File: config.mk
export PLATFORM = sky130hd
export DESIGN_NAME = analog_io_scaling
export DESIGN_NICKNAME = d
export VERILOG_FILES = /design/src/hw/ais_pkg.sv /design/src/hw/ais_in_scale.sv /design/src/hw/analog_io_scaling.sv
export SDC_FILE = /design/constraint.sdc
export NUM_CORES = 2
export LEC_CHECK = 0
export BUFFER_PORTS_ARGS = -buffer_cell sky130_fd_sc_hd__buf_2
export CAP_MARGIN = 10
export CORE_MARGIN = 2
export CORE_UTILIZATION = 55
export CTS_BUF_LIST = sky130_fd_sc_hd__clkbuf_2 sky130_fd_sc_hd__clkbuf_4 sky130_fd_sc_hd__clkbuf_8
export DETAILED_ROUTE_END_ITERATION = 8
export PLACE_DENSITY_LB_ADDON = 0.15
export SLEW_MARGIN = 0
export SYNTH_ARGS = -nofsm -noshare
export SYNTH_HDL_FRONTEND = slang
export SYNTH_SLANG_ARGS = --single-unit
File: constraint.sdc
create_clock -name clk -period 17.1 [get_ports clk]
set_input_delay 3.42 -clock clk [delete_from_list [all_inputs] [get_ports clk]]
set_output_delay 3.42 -clock clk [all_outputs]
set_load 0.03 [all_outputs]
File: src/hw/ais_pkg.sv
package ais_pkg;

    // Datapath widths
    localparam int ADC_BITS   = 14;
    localparam int DAC_BITS   = 12;
    localparam int CODE_BITS  = 16;
    localparam int WORD_BITS  = 32;
    localparam int ADDR_BITS  = 5;
    localparam int SHIFT_BITS = 6;
    localparam int CHANNELS   = 2;

    // Input divide by 16384 is an arithmetic shift by this amount
    localparam int SPAN_SHIFT = 14;

    // Register indices
    localparam logic [4:0] OFF_IN1_RESULT = 5'h00;
    localparam logic [4:0] OFF_IN2_RESULT = 5'h01;
    localparam logic [4:0] OFF_IN1_SPAN   = 5'h02;
    localparam logic [4:0] OFF_IN2_SPAN   = 5'h03;
    localparam logic [4:0] OFF_IN1_BIAS   = 5'h04;
    localparam logic [4:0] OFF_IN2_BIAS   = 5'h05;
    localparam logic [4:0] OFF_OUT1_VALUE = 5'h06;
    localparam logic [4:0] OFF_OUT2_VALUE = 5'h07;
    localparam logic [4:0] OFF_OUT1_SHIFT = 5'h08;
    localparam logic [4:0] OFF_OUT2_SHIFT = 5'h09;
    localparam logic [4:0] OFF_OUT1_BIAS  = 5'h0A;
    localparam logic [4:0] OFF_OUT2_BIAS  = 5'h0B;
    localparam logic [4:0] OFF_OUT1_POL   = 5'h0C;
    localparam logic [4:0] OFF_OUT2_POL   = 5'h0D;
    localparam logic [4:0] OFF_LINK_PER   = 5'h0E;
    localparam logic [4:0] OFF_LINK_CTL   = 5'h0F;

    // Link control field positions
    localparam int CTL_IN1_LINK  = 0;
    localparam int CTL_IN2_LINK  = 1;
    localparam int CTL_OUT1_LINK = 2;
    localparam int CTL_OUT2_LINK = 3;
    localparam int CTL_BITS      = 4;

    // Reset values
    localparam logic [31:0] SPAN_RST   = 32'h00004000;
    localparam logic [31:0] BIAS_RST   = 32'h00000000;
    localparam logic [31:0] VALUE_RST  = 32'h00000000;
    localparam logic [31:0] RESULT_RST = 32'h00000000;
    localparam logic [31:0] PERIOD_RST = 32'h00000000;
    localparam logic [5:0]  SHIFT_RST  = 6'h00;
    localparam logic [3:0]  CTL_RST    = 4'h0;
    localparam logic        INVERT_RST = 1'b0;

    // Polarity read-back words
    localparam logic [31:0] POL_PASS_WORD   = 32'h00000001;
    localparam logic [31:0] POL_INVERT_WORD = 32'hFFFFFFFF;

    // Timing: link period is counted in units of one millisecond
    localparam int CLK_PERIOD_NS    = 50;
    localparam int LINK_UNIT_NS     = 1000000;
    localparam int LINK_UNIT_CYCLES = LINK_UNIT_NS / CLK_PERIOD_NS;

endpackage

File: src/hw/ais_in_scale.sv
`timescale 1ns/1ps
`default_nettype none

module ais_in_scale
    import ais_pkg::*;
(
    input  wire logic                 clk,
    input  wire logic                 rst_n,
    input  wire logic [ADC_BITS-1:0]  sample,
    input  wire logic                 sampleValid,
    input  wire logic signed [31:0]   span,
    input  wire logic signed [31:0]   bias,
    output logic signed [31:0]        result
);

    logic signed [ADC_BITS+32:0] product;
    logic signed [31:0]          next_result;

    // Raw sample is an unsigned fraction of 16384
    always_comb begin
        product     = $signed({1'b0, sample}) * span;
        next_result = 32'(product >>> SPAN_SHIFT) + bias;
    end

    always_ff @(posedge clk) begin
        if (!rst_n) begin
            result <= RESULT_RST;
        end else if (sampleValid) begin
            result <= next_result;
        end
    end
endmodule

`default_nettype wire

File: src/hw/analog_io_scaling.sv
//
// Function
// - Two 14-bit input channels and two 12-bit output channels exist.
// - Input result is raw sample over 16384 times span plus bias.
// - Input result, span and bias are signed 32-bit values.
// - Input two uses its own span and bias with the same formula.
// - Output raw code is signed 16-bit with 12 effective bits.
// - Output code is value times two to the shift factor plus bias.
// - Output code wraps modulo 2^16 and never saturates.
// - Each output has its own polarity setting for its sign.
// - Input results are readable any time or copied out each link period.
// - Output values are written directly or refreshed each link period.
//
// The register offsets and the address-and-strobe port were chosen for this implementation.
`timescale 1ns/1ps
`default_nettype none

module analog_io_scaling
    import ais_pkg::*;
#(
    parameter int TICK_CYCLES = LINK_UNIT_CYCLES
)
(
    input  wire logic                  clk,
    input  wire logic                  rst_n,
    input  wire logic [ADDR_BITS-1:0]  regAddr,
    input  wire logic [31:0]           regWdata,
    input  wire logic                  regWr,
    input  wire logic                  regRd,
    output logic [31:0]                regRdata,
    input  wire logic [ADC_BITS-1:0]   adcOneSample,
    input  wire logic                  adcOneValid,
    input  wire logic [ADC_BITS-1:0]   adcTwoSample,
    input  wire logic                  adcTwoValid,
    output logic [CODE_BITS-1:0]       dacOneCode,
    output logic [DAC_BITS-1:0]        dacOneLevel,
    output logic [CODE_BITS-1:0]       dacTwoCode,
    output logic [DAC_BITS-1:0]        dacTwoLevel,
    input  wire logic [31:0]           srcOneValue,
    input  wire logic [31:0]           srcTwoValue,
    output logic                       destOneWr,
    output logic [31:0]                destOneData,
    output logic                       destTwoWr,
    output logic [31:0]                destTwoData,
    output logic                       linkTick
);

    ///////////////////////////////////////////////////////////////////////

    logic signed [31:0]            inSpan     [CHANNELS];
    logic signed [31:0]            inBias     [CHANNELS];
    logic signed [31:0]            inResult   [CHANNELS];
    logic signed [31:0]            outValue   [CHANNELS];
    logic signed [SHIFT_BITS-1:0]  outShift   [CHANNELS];
    logic signed [31:0]            outBias    [CHANNELS];
    logic                          outInvert  [CHANNELS];
    logic [CODE_BITS-1:0]          dacCode    [CHANNELS];
    logic [ADC_BITS-1:0]           adcSample  [CHANNELS];
    logic                          adcValid   [CHANNELS];
    logic [31:0]                   srcValue   [CHANNELS];
    logic [31:0]                   linkPeriod;
    logic [CTL_BITS-1:0]           linkCtl;
    logic [31:0]                   unitCnt;
    logic [31:0]                   periodCnt;
    logic                          unitTick;

    assign adcSample[0] = adcOneSample;
    assign adcSample[1] = adcTwoSample;
    assign adcValid[0]  = adcOneValid;
    assign adcValid[1]  = adcTwoValid;
    assign srcValue[0]  = srcOneValue;
    assign srcValue[1]  = srcTwoValue;

    // Channel of a per-channel register pair, low bit of the index
    function automatic int unsigned chanOf(input logic [ADDR_BITS-1:0] a);
        return {31'h0, a[0]};
    endfunction

    // Shift, add bias, wrap to 16 bits, then apply polarity
    function automatic logic [CODE_BITS-1:0] outCode(
        input logic signed [31:0]           val,
        input logic signed [SHIFT_BITS-1:0] sf,
        input logic signed [31:0]           bias,
        input logic                         inv
    );
        logic signed [31:0]    scaled;
        logic [SHIFT_BITS-1:0] amt;
        logic [CODE_BITS-1:0]  raw;
        amt    = (sf < 0) ? SHIFT_BITS'(-sf) : SHIFT_BITS'(sf);
        scaled = (sf < 0) ? (val >>> amt) : (val <<< amt);
        raw    = CODE_BITS'(scaled + bias);
        return inv ? CODE_BITS'(-raw) : raw;
    endfunction

    ///////////////////////////////////////////////////////////////////////
    // Input settings

    always_ff @(posedge clk) begin
        if (!rst_n) begin
            for (int i = 0; i < CHANNELS; i++) begin
                inSpan[i] <= SPAN_RST;
                inBias[i] <= BIAS_RST;
            end
        end else if (regWr) begin
            case (regAddr)
                OFF_IN1_SPAN, OFF_IN2_SPAN: begin
                    inSpan[chanOf(regAddr)] <= regWdata;
                end
                OFF_IN1_BIAS, OFF_IN2_BIAS: begin
                    inBias[chanOf(regAddr)] <= regWdata;
                end
                default: begin
                end
            endcase
        end
    end

    ///////////////////////////////////////////////////////////////////////
    // Input scaling, one per channel

    generate
        for (genvar ch = 0; ch < CHANNELS; ch++) begin : g_in
            ais_in_scale u_scale (
                .clk         (clk),
                .rst_n       (rst_n),
                .sample      (adcSample[ch]),
                .sampleValid (adcValid[ch]),
                .span        (inSpan[ch]),
                .bias        (inBias[ch]),
                .result      (inResult[ch])
            );
        end
    endgenerate

    ///////////////////////////////////////////////////////////////////////
    // Output settings

    always_ff @(posedge clk) begin
        if (!rst_n) begin
            for (int i = 0; i < CHANNELS; i++) begin
                outShift[i]  <= SHIFT_RST;
                outBias[i]   <= BIAS_RST;
                outInvert[i] <= INVERT_RST;
            end
        end else if (regWr) begin
            case (regAddr)
                OFF_OUT1_SHIFT: outShift[0] <= regWdata[SHIFT_BITS-1:0];
                OFF_OUT2_SHIFT: outShift[1] <= regWdata[SHIFT_BITS-1:0];
                OFF_OUT1_BIAS:  outBias[0]  <= regWdata;
                OFF_OUT2_BIAS:  outBias[1]  <= regWdata;
                OFF_OUT1_POL:   outInvert[0] <= regWdata[31];
                OFF_OUT2_POL:   outInvert[1] <= regWdata[31];
                default: begin
                end
            endcase
        end
    end

    // Output values: software write wins over a link refresh
    generate
        for (genvar ch = 0; ch < CHANNELS; ch++) begin : g_outval
            always_ff @(posedge clk) begin
                if (!rst_n) begin
                    outValue[ch] <= VALUE_RST;
                end else if (regWr &&
                             regAddr == OFF_OUT1_VALUE + 5'(ch)) begin
                    outValue[ch] <= regWdata;
                end else if (linkTick && linkCtl[CTL_OUT1_LINK + ch]) begin
                    outValue[ch] <= srcValue[ch];
                end
            end
        end
    endgenerate

    ///////////////////////////////////////////////////////////////////////
    // Output codes

    generate
        for (genvar ch = 0; ch < CHANNELS; ch++) begin : g_code
            always_ff @(posedge clk) begin
                if (!rst_n) begin
                    dacCode[ch] <= '0;
                end else begin
                    dacCode[ch] <= outCode(outValue[ch], outShift[ch],
                                           outBias[ch], outInvert[ch]);
                end
            end
        end
    endgenerate

    // Converter uses the upper 12 bits of the 16-bit code
    assign dacOneCode  = dacCode[0];
    assign dacTwoCode  = dacCode[1];
    assign dacOneLevel = dacCode[0][CODE_BITS-1 -: DAC_BITS];
    assign dacTwoLevel = dacCode[1][CODE_BITS-1 -: DAC_BITS];

    ///////////////////////////////////////////////////////////////////////
    // Link timer

    always_ff @(posedge clk) begin
        if (!rst_n) begin
            linkPeriod <= PERIOD_RST;
            linkCtl    <= CTL_RST;
        end else if (regWr && regAddr == OFF_LINK_PER) begin
            linkPeriod <= regWdata;
        end else if (regWr && regAddr == OFF_LINK_CTL) begin
            linkCtl <= regWdata[CTL_BITS-1:0];
        end
    end

    always_ff @(posedge clk) begin
        if (!rst_n) begin
            unitCnt  <= '0;
            unitTick <= 1'b0;
        end else if (unitCnt == 32'(TICK_CYCLES - 1)) begin
            unitCnt  <= '0;
            unitTick <= 1'b1;
        end else begin
            unitCnt  <= unitCnt + 32'h00000001;
            unitTick <= 1'b0;
        end
    end

    // A zero period stops the cyclic copies
    always_ff @(posedge clk) begin
        if (!rst_n) begin
            periodCnt <= '0;
            linkTick  <= 1'b0;
        end else if (linkPeriod == '0) begin
            periodCnt <= '0;
            linkTick  <= 1'b0;
        end else if (unitTick) begin
            if (periodCnt >= linkPeriod - 32'h00000001) begin
                periodCnt <= '0;
                linkTick  <= 1'b1;
            end else begin
                periodCnt <= periodCnt + 32'h00000001;
                linkTick  <= 1'b0;
            end
        end else begin
            linkTick <= 1'b0;
        end
    end

    // Cyclic copy of the input results to their destinations
    always_ff @(posedge clk) begin
        if (!rst_n) begin
            destOneWr   <= 1'b0;
            destTwoWr   <= 1'b0;
            destOneData <= '0;
            destTwoData <= '0;
        end else begin
            destOneWr <= linkTick && linkCtl[CTL_IN1_LINK];
            destTwoWr <= linkTick && linkCtl[CTL_IN2_LINK];
            if (linkTick) begin
                destOneData <= inResult[0];
                destTwoData <= inResult[1];
            end
        end
    end

    ///////////////////////////////////////////////////////////////////////
    // Register read

    always_ff @(posedge clk) begin
        if (!rst_n) begin
            regRdata <= '0;
        end else if (regRd) begin
            case (regAddr)
                OFF_IN1_RESULT, OFF_IN2_RESULT:
                    regRdata <= inResult[chanOf(regAddr)];
                OFF_IN1_SPAN, OFF_IN2_SPAN:
                    regRdata <= inSpan[chanOf(regAddr)];
                OFF_IN1_BIAS, OFF_IN2_BIAS:
                    regRdata <= inBias[chanOf(regAddr)];
                OFF_OUT1_VALUE: regRdata <= outValue[0];
                OFF_OUT2_VALUE: regRdata <= outValue[1];
                OFF_OUT1_SHIFT: regRdata <= 32'(outShift[0]);
                OFF_OUT2_SHIFT: regRdata <= 32'(outShift[1]);
                OFF_OUT1_BIAS:  regRdata <= outBias[0];
                OFF_OUT2_BIAS:  regRdata <= outBias[1];
                OFF_OUT1_POL:
                    regRdata <= outInvert[0] ? POL_INVERT_WORD
                                             : POL_PASS_WORD;
                OFF_OUT2_POL:
                    regRdata <= outInvert[1] ? POL_INVERT_WORD
                                             : POL_PASS_WORD;
                OFF_LINK_PER:   regRdata <= linkPeriod;
                OFF_LINK_CTL:   regRdata <= {28'h0, linkCtl};
                default:        regRdata <= '0;
            endcase
        end else begin
            regRdata <= '0;
        end
    end
endmodule

`default_nettype wire

==> flow_metrics.py <==
metrics = {
    "outcome": {
        "outcome": "finished clean",
    },
    "clock_tree": {
        "cts_root_buf": "clkbuf_8",
        "cts.sinks": 566,
        "cts.clk_slew.worst_paths_ns": 0.06,
        "cts_hold_buf": 0,
        "cts_tree": "built",
        "clk_path_buf_depth": 3,
        "cts_resized": 0,
        "numCtsBuffers": 98,
        "clock_latency_ns": 0.76,
        "cts.htree.levels": 3,
        "post_cts_buffers": 0,
    },
    "finish": {
        "fin_nets": 8125,
        "syn_to_final_growth_pct": 7.553,
        "drive_gt1_frac": 0.08986,
    },
    "sta": {
        "report.final.hold_viol_count": 0,
        "max_slew_margin": 0.05071,
        "finalSetupTns_ns": 0,
        "finalCritPeriodShare": 0.7480,
        "finalSetupViolCount": 0,
        "finalMaxSlewViolations": 0,
        "period_needed_ns": 12.79,
        "clock_skew_ns": 0.03894,
        "rsz0062_at_grt": "no",
        "tightest_slew_ns": 1.409,
        "fmax_mhz": 78.18,
    },
    "worst_setup_path": {
        "required_ns": 17.72,
        "crit_type": "in -> reg",
        "cpPeakStageDelay_ns": 0.62,
        "ff2ff_setup_slack_ns": 6.49,
        "cp-start-kind": "input pin",
        "r2r_end": "g_in[0].u_scale.result[31]",
        "critPathSlowestCell": "a2111oi_0",
        "r2r_cells": 38,
        "worstPathArrival_ns": 13.41,
        "r2r-start": "inSpan[0][10]",
        "path_max_fanout": 32,
        "crit_top_cell": "inv_1",
        "cp-end-kind": "flip-flop",
    },
    "placement": {
        "numPortBuffers": 289,
        "dp_hpwl_mm": 156.0,
        "gp_congestion": 0.9875,
    },
    "floorplan": {
        "io_pins": 290,
        "initial_utilization": 0.5550,
        "die_w_um": 343.7,
        "die-area_mm2": 0.1181,
        "fp-row-count": 124,
        "dieHeight_um": 343.7,
        "core_area_mm2": 0.1143,
    },
    "yosys": {
        "synth.avg_cell_area_um2": 9.387,
        "postSynthCellCount": 6761,
        "synth_seq_area_share": 0.2211,
        "synth.net_count": 8047,
        "synthDistinctLibCells": 92,
        "synthFlopType": "dfxtp_1",
        "synth_edf_count": 270,
        "synth_common_cells": "inv_1 (937), fa_1 (814), and2_1 (721)",
        "ys.warnings.count": 0,
        "synthTopCellsByArea": "fa_1 (26%), edfxtp_1 (13%), dfxtp_1 (9.3%)",
        "synth-async-reset-ratio": 0,
        "yosysMostFrequentCell": "inv_1",
        "yosys.area.top_type": "fa_1",
        "netlist.area_leader.share": 0.2568,
        "synth.cell_area_mm2": 0.06346,
        "synth-seq-cells": 566,
    },
    "global_route": {
        "grt_overflow_total": 0,
        "antenna_found_initial": 26,
        "track_usage": 0.3455,
        "grt_max_degree": 79,
        "met1_usage": 0.4388,
        "grt_pass1_vias": 50590,
        "grtUsageMet3": 0.06725,
        "met2_usage": 0.5685,
        "grt_first_pass_wirelength_mm": 305.5,
        "grt.busiest_layer": "met2",
    },
    "drt": {
        "vias": 49810,
        "drt_iter0_drc": 4212,
        "drt-total-wl_mm": 201.8,
        "drc_errors": 0,
        "detail_route.first_pass.iterations": 6,
        "drt-wirelength-per-cell_um": 23.91,
        "postRouteAntennaNets": 0,
        "via_per_inst": 5.902,
    },
    "hold_path": {
        "hp-start": "linkCtl[0]",
        "hold_depth": 2,
        "min_path_type": "reg -> reg",
        "min_to": "linkCtl[0]",
    },
    "run": {
        "max_cap_viol_count": 0,
    },
}
==> per-layer routing <==
layer  vias to the layer above  share of wire
li1                      22220              -
met1                     24940           0.39
met2                      2138           0.47
met3                       504          0.084
met4                        14          0.054
met5                         -        0.00037
==> logic make-up (layout without fill, tap and decap cells) <==
family          Yosys count  in the layout  share of synthesized area
other cells               0              6                          0
fa+ha+maj              1151           1151                     0.3232
compound gates          951            951                     0.1023
mux                     357            357                    0.06049
xor+xnor                274            274                    0.03803
simple gates           2140           2140                     0.1747
buf+inv                1322           1483                    0.08008
flops                   566            566                     0.2211
==> how the worst max path moves through the flow <==
stage                          startpoint                          to  slack (ns)  depth (start not counted)
after detailed placement  adcOneSample[0]  g_in[0].u_scale.result[31]        3.68                         39
after global routing      adcOneSample[0]  g_in[0].u_scale.result[31]        3.45                         39
after floorplan           adcOneSample[0]  g_in[0].u_scale.result[31]        4.86                         39
after global placement    adcOneSample[0]  g_in[0].u_scale.result[31]        3.79                         39
after CTS                 adcOneSample[0]  g_in[0].u_scale.result[31]        4.40                         39
final                     adcOneSample[0]  g_in[0].u_scale.result[31]        4.31                         39
==> flip-flops by register name, summed over array words and instances, names as in the netlist, 32 cells and up <==
signal and flops:
destOneData 32, g_in.u_scale.result 64, unitCnt 32, linkPeriod 32, inBias 64, outValue 64
outBias 64, inSpan 64, periodCnt 32, regRdata 32, dacCode 32, destTwoData 32
==> cell type report <==
cell class / instances / area, um^2
Inverter: 938 / 3521
Antenna cell: 6 / 15.01
Tap cell: 1512 / 1892
Fill cell: 9966 / 46090
Clock buffer: 150 / 1883
Timing Repair Buffer: 362 / 2007
Multi-Input combinational cell: 4873 / 44520
Sequential cell: 566 / 14040
Clock inverter: 33 / 382.9
==> critical path, delay by kind of cell <==
family,cells,cell delay [ns]
fa+ha+maj,8,3.59
xor+xnor,1,0.14
simple gates,6,0.99
buf+inv,8,0.65
compound gates,16,4.62
==> placed cells by master (no fill, tap or decap), types with 17 or more instances in the layout <==
cell type	count
a211oi_1	34
a21boi_0	38
a21o_1	78
a21oi_1	195
a221oi_1	42
a22o_1	97
a31oi_1	56
and2_1	721
and3_1	63
buf_2	287
buf_4	72
clkbuf_4	30
clkbuf_8	121
dfxtp_1	295
edfxtp_1	270
fa_1	814
ha_1	337
inv_1	937
mux2i_1	324
mux4_2	20
nand2_1	606
nand2b_1	56
nand3_1	70
nand4_1	38
nor2_1	278
nor2b_1	140
nor3_1	64
nor4_1	17
o211ai_1	18
o21a_1	37
o21ai_0	156
o21ai_1	21
o21bai_1	19
o22a_1	27
o22ai_1	25
or3_1	27
xnor2_1	162
xor2_1	104
==> through the flow <==
stage                     cell area, um^2  instances  hold slack, ns  utilization  setup WS (ns)
after floorplan                     63460       6761          0.4302            -          4.862
after global placement              65950       8248          0.4432       0.5768          3.792
after detailed placement            65950       8248          0.4714       0.5768          3.677
after CTS                           68220       8431          0.4840       0.5966          4.399
after global routing                68250       8436          0.5199       0.5969          3.454
final                               68260       8440          0.4798       0.5969          4.308
Power is not shown: default switching activity piles up to over one toggle a cycle in this logic, so the estimate is an artifact.
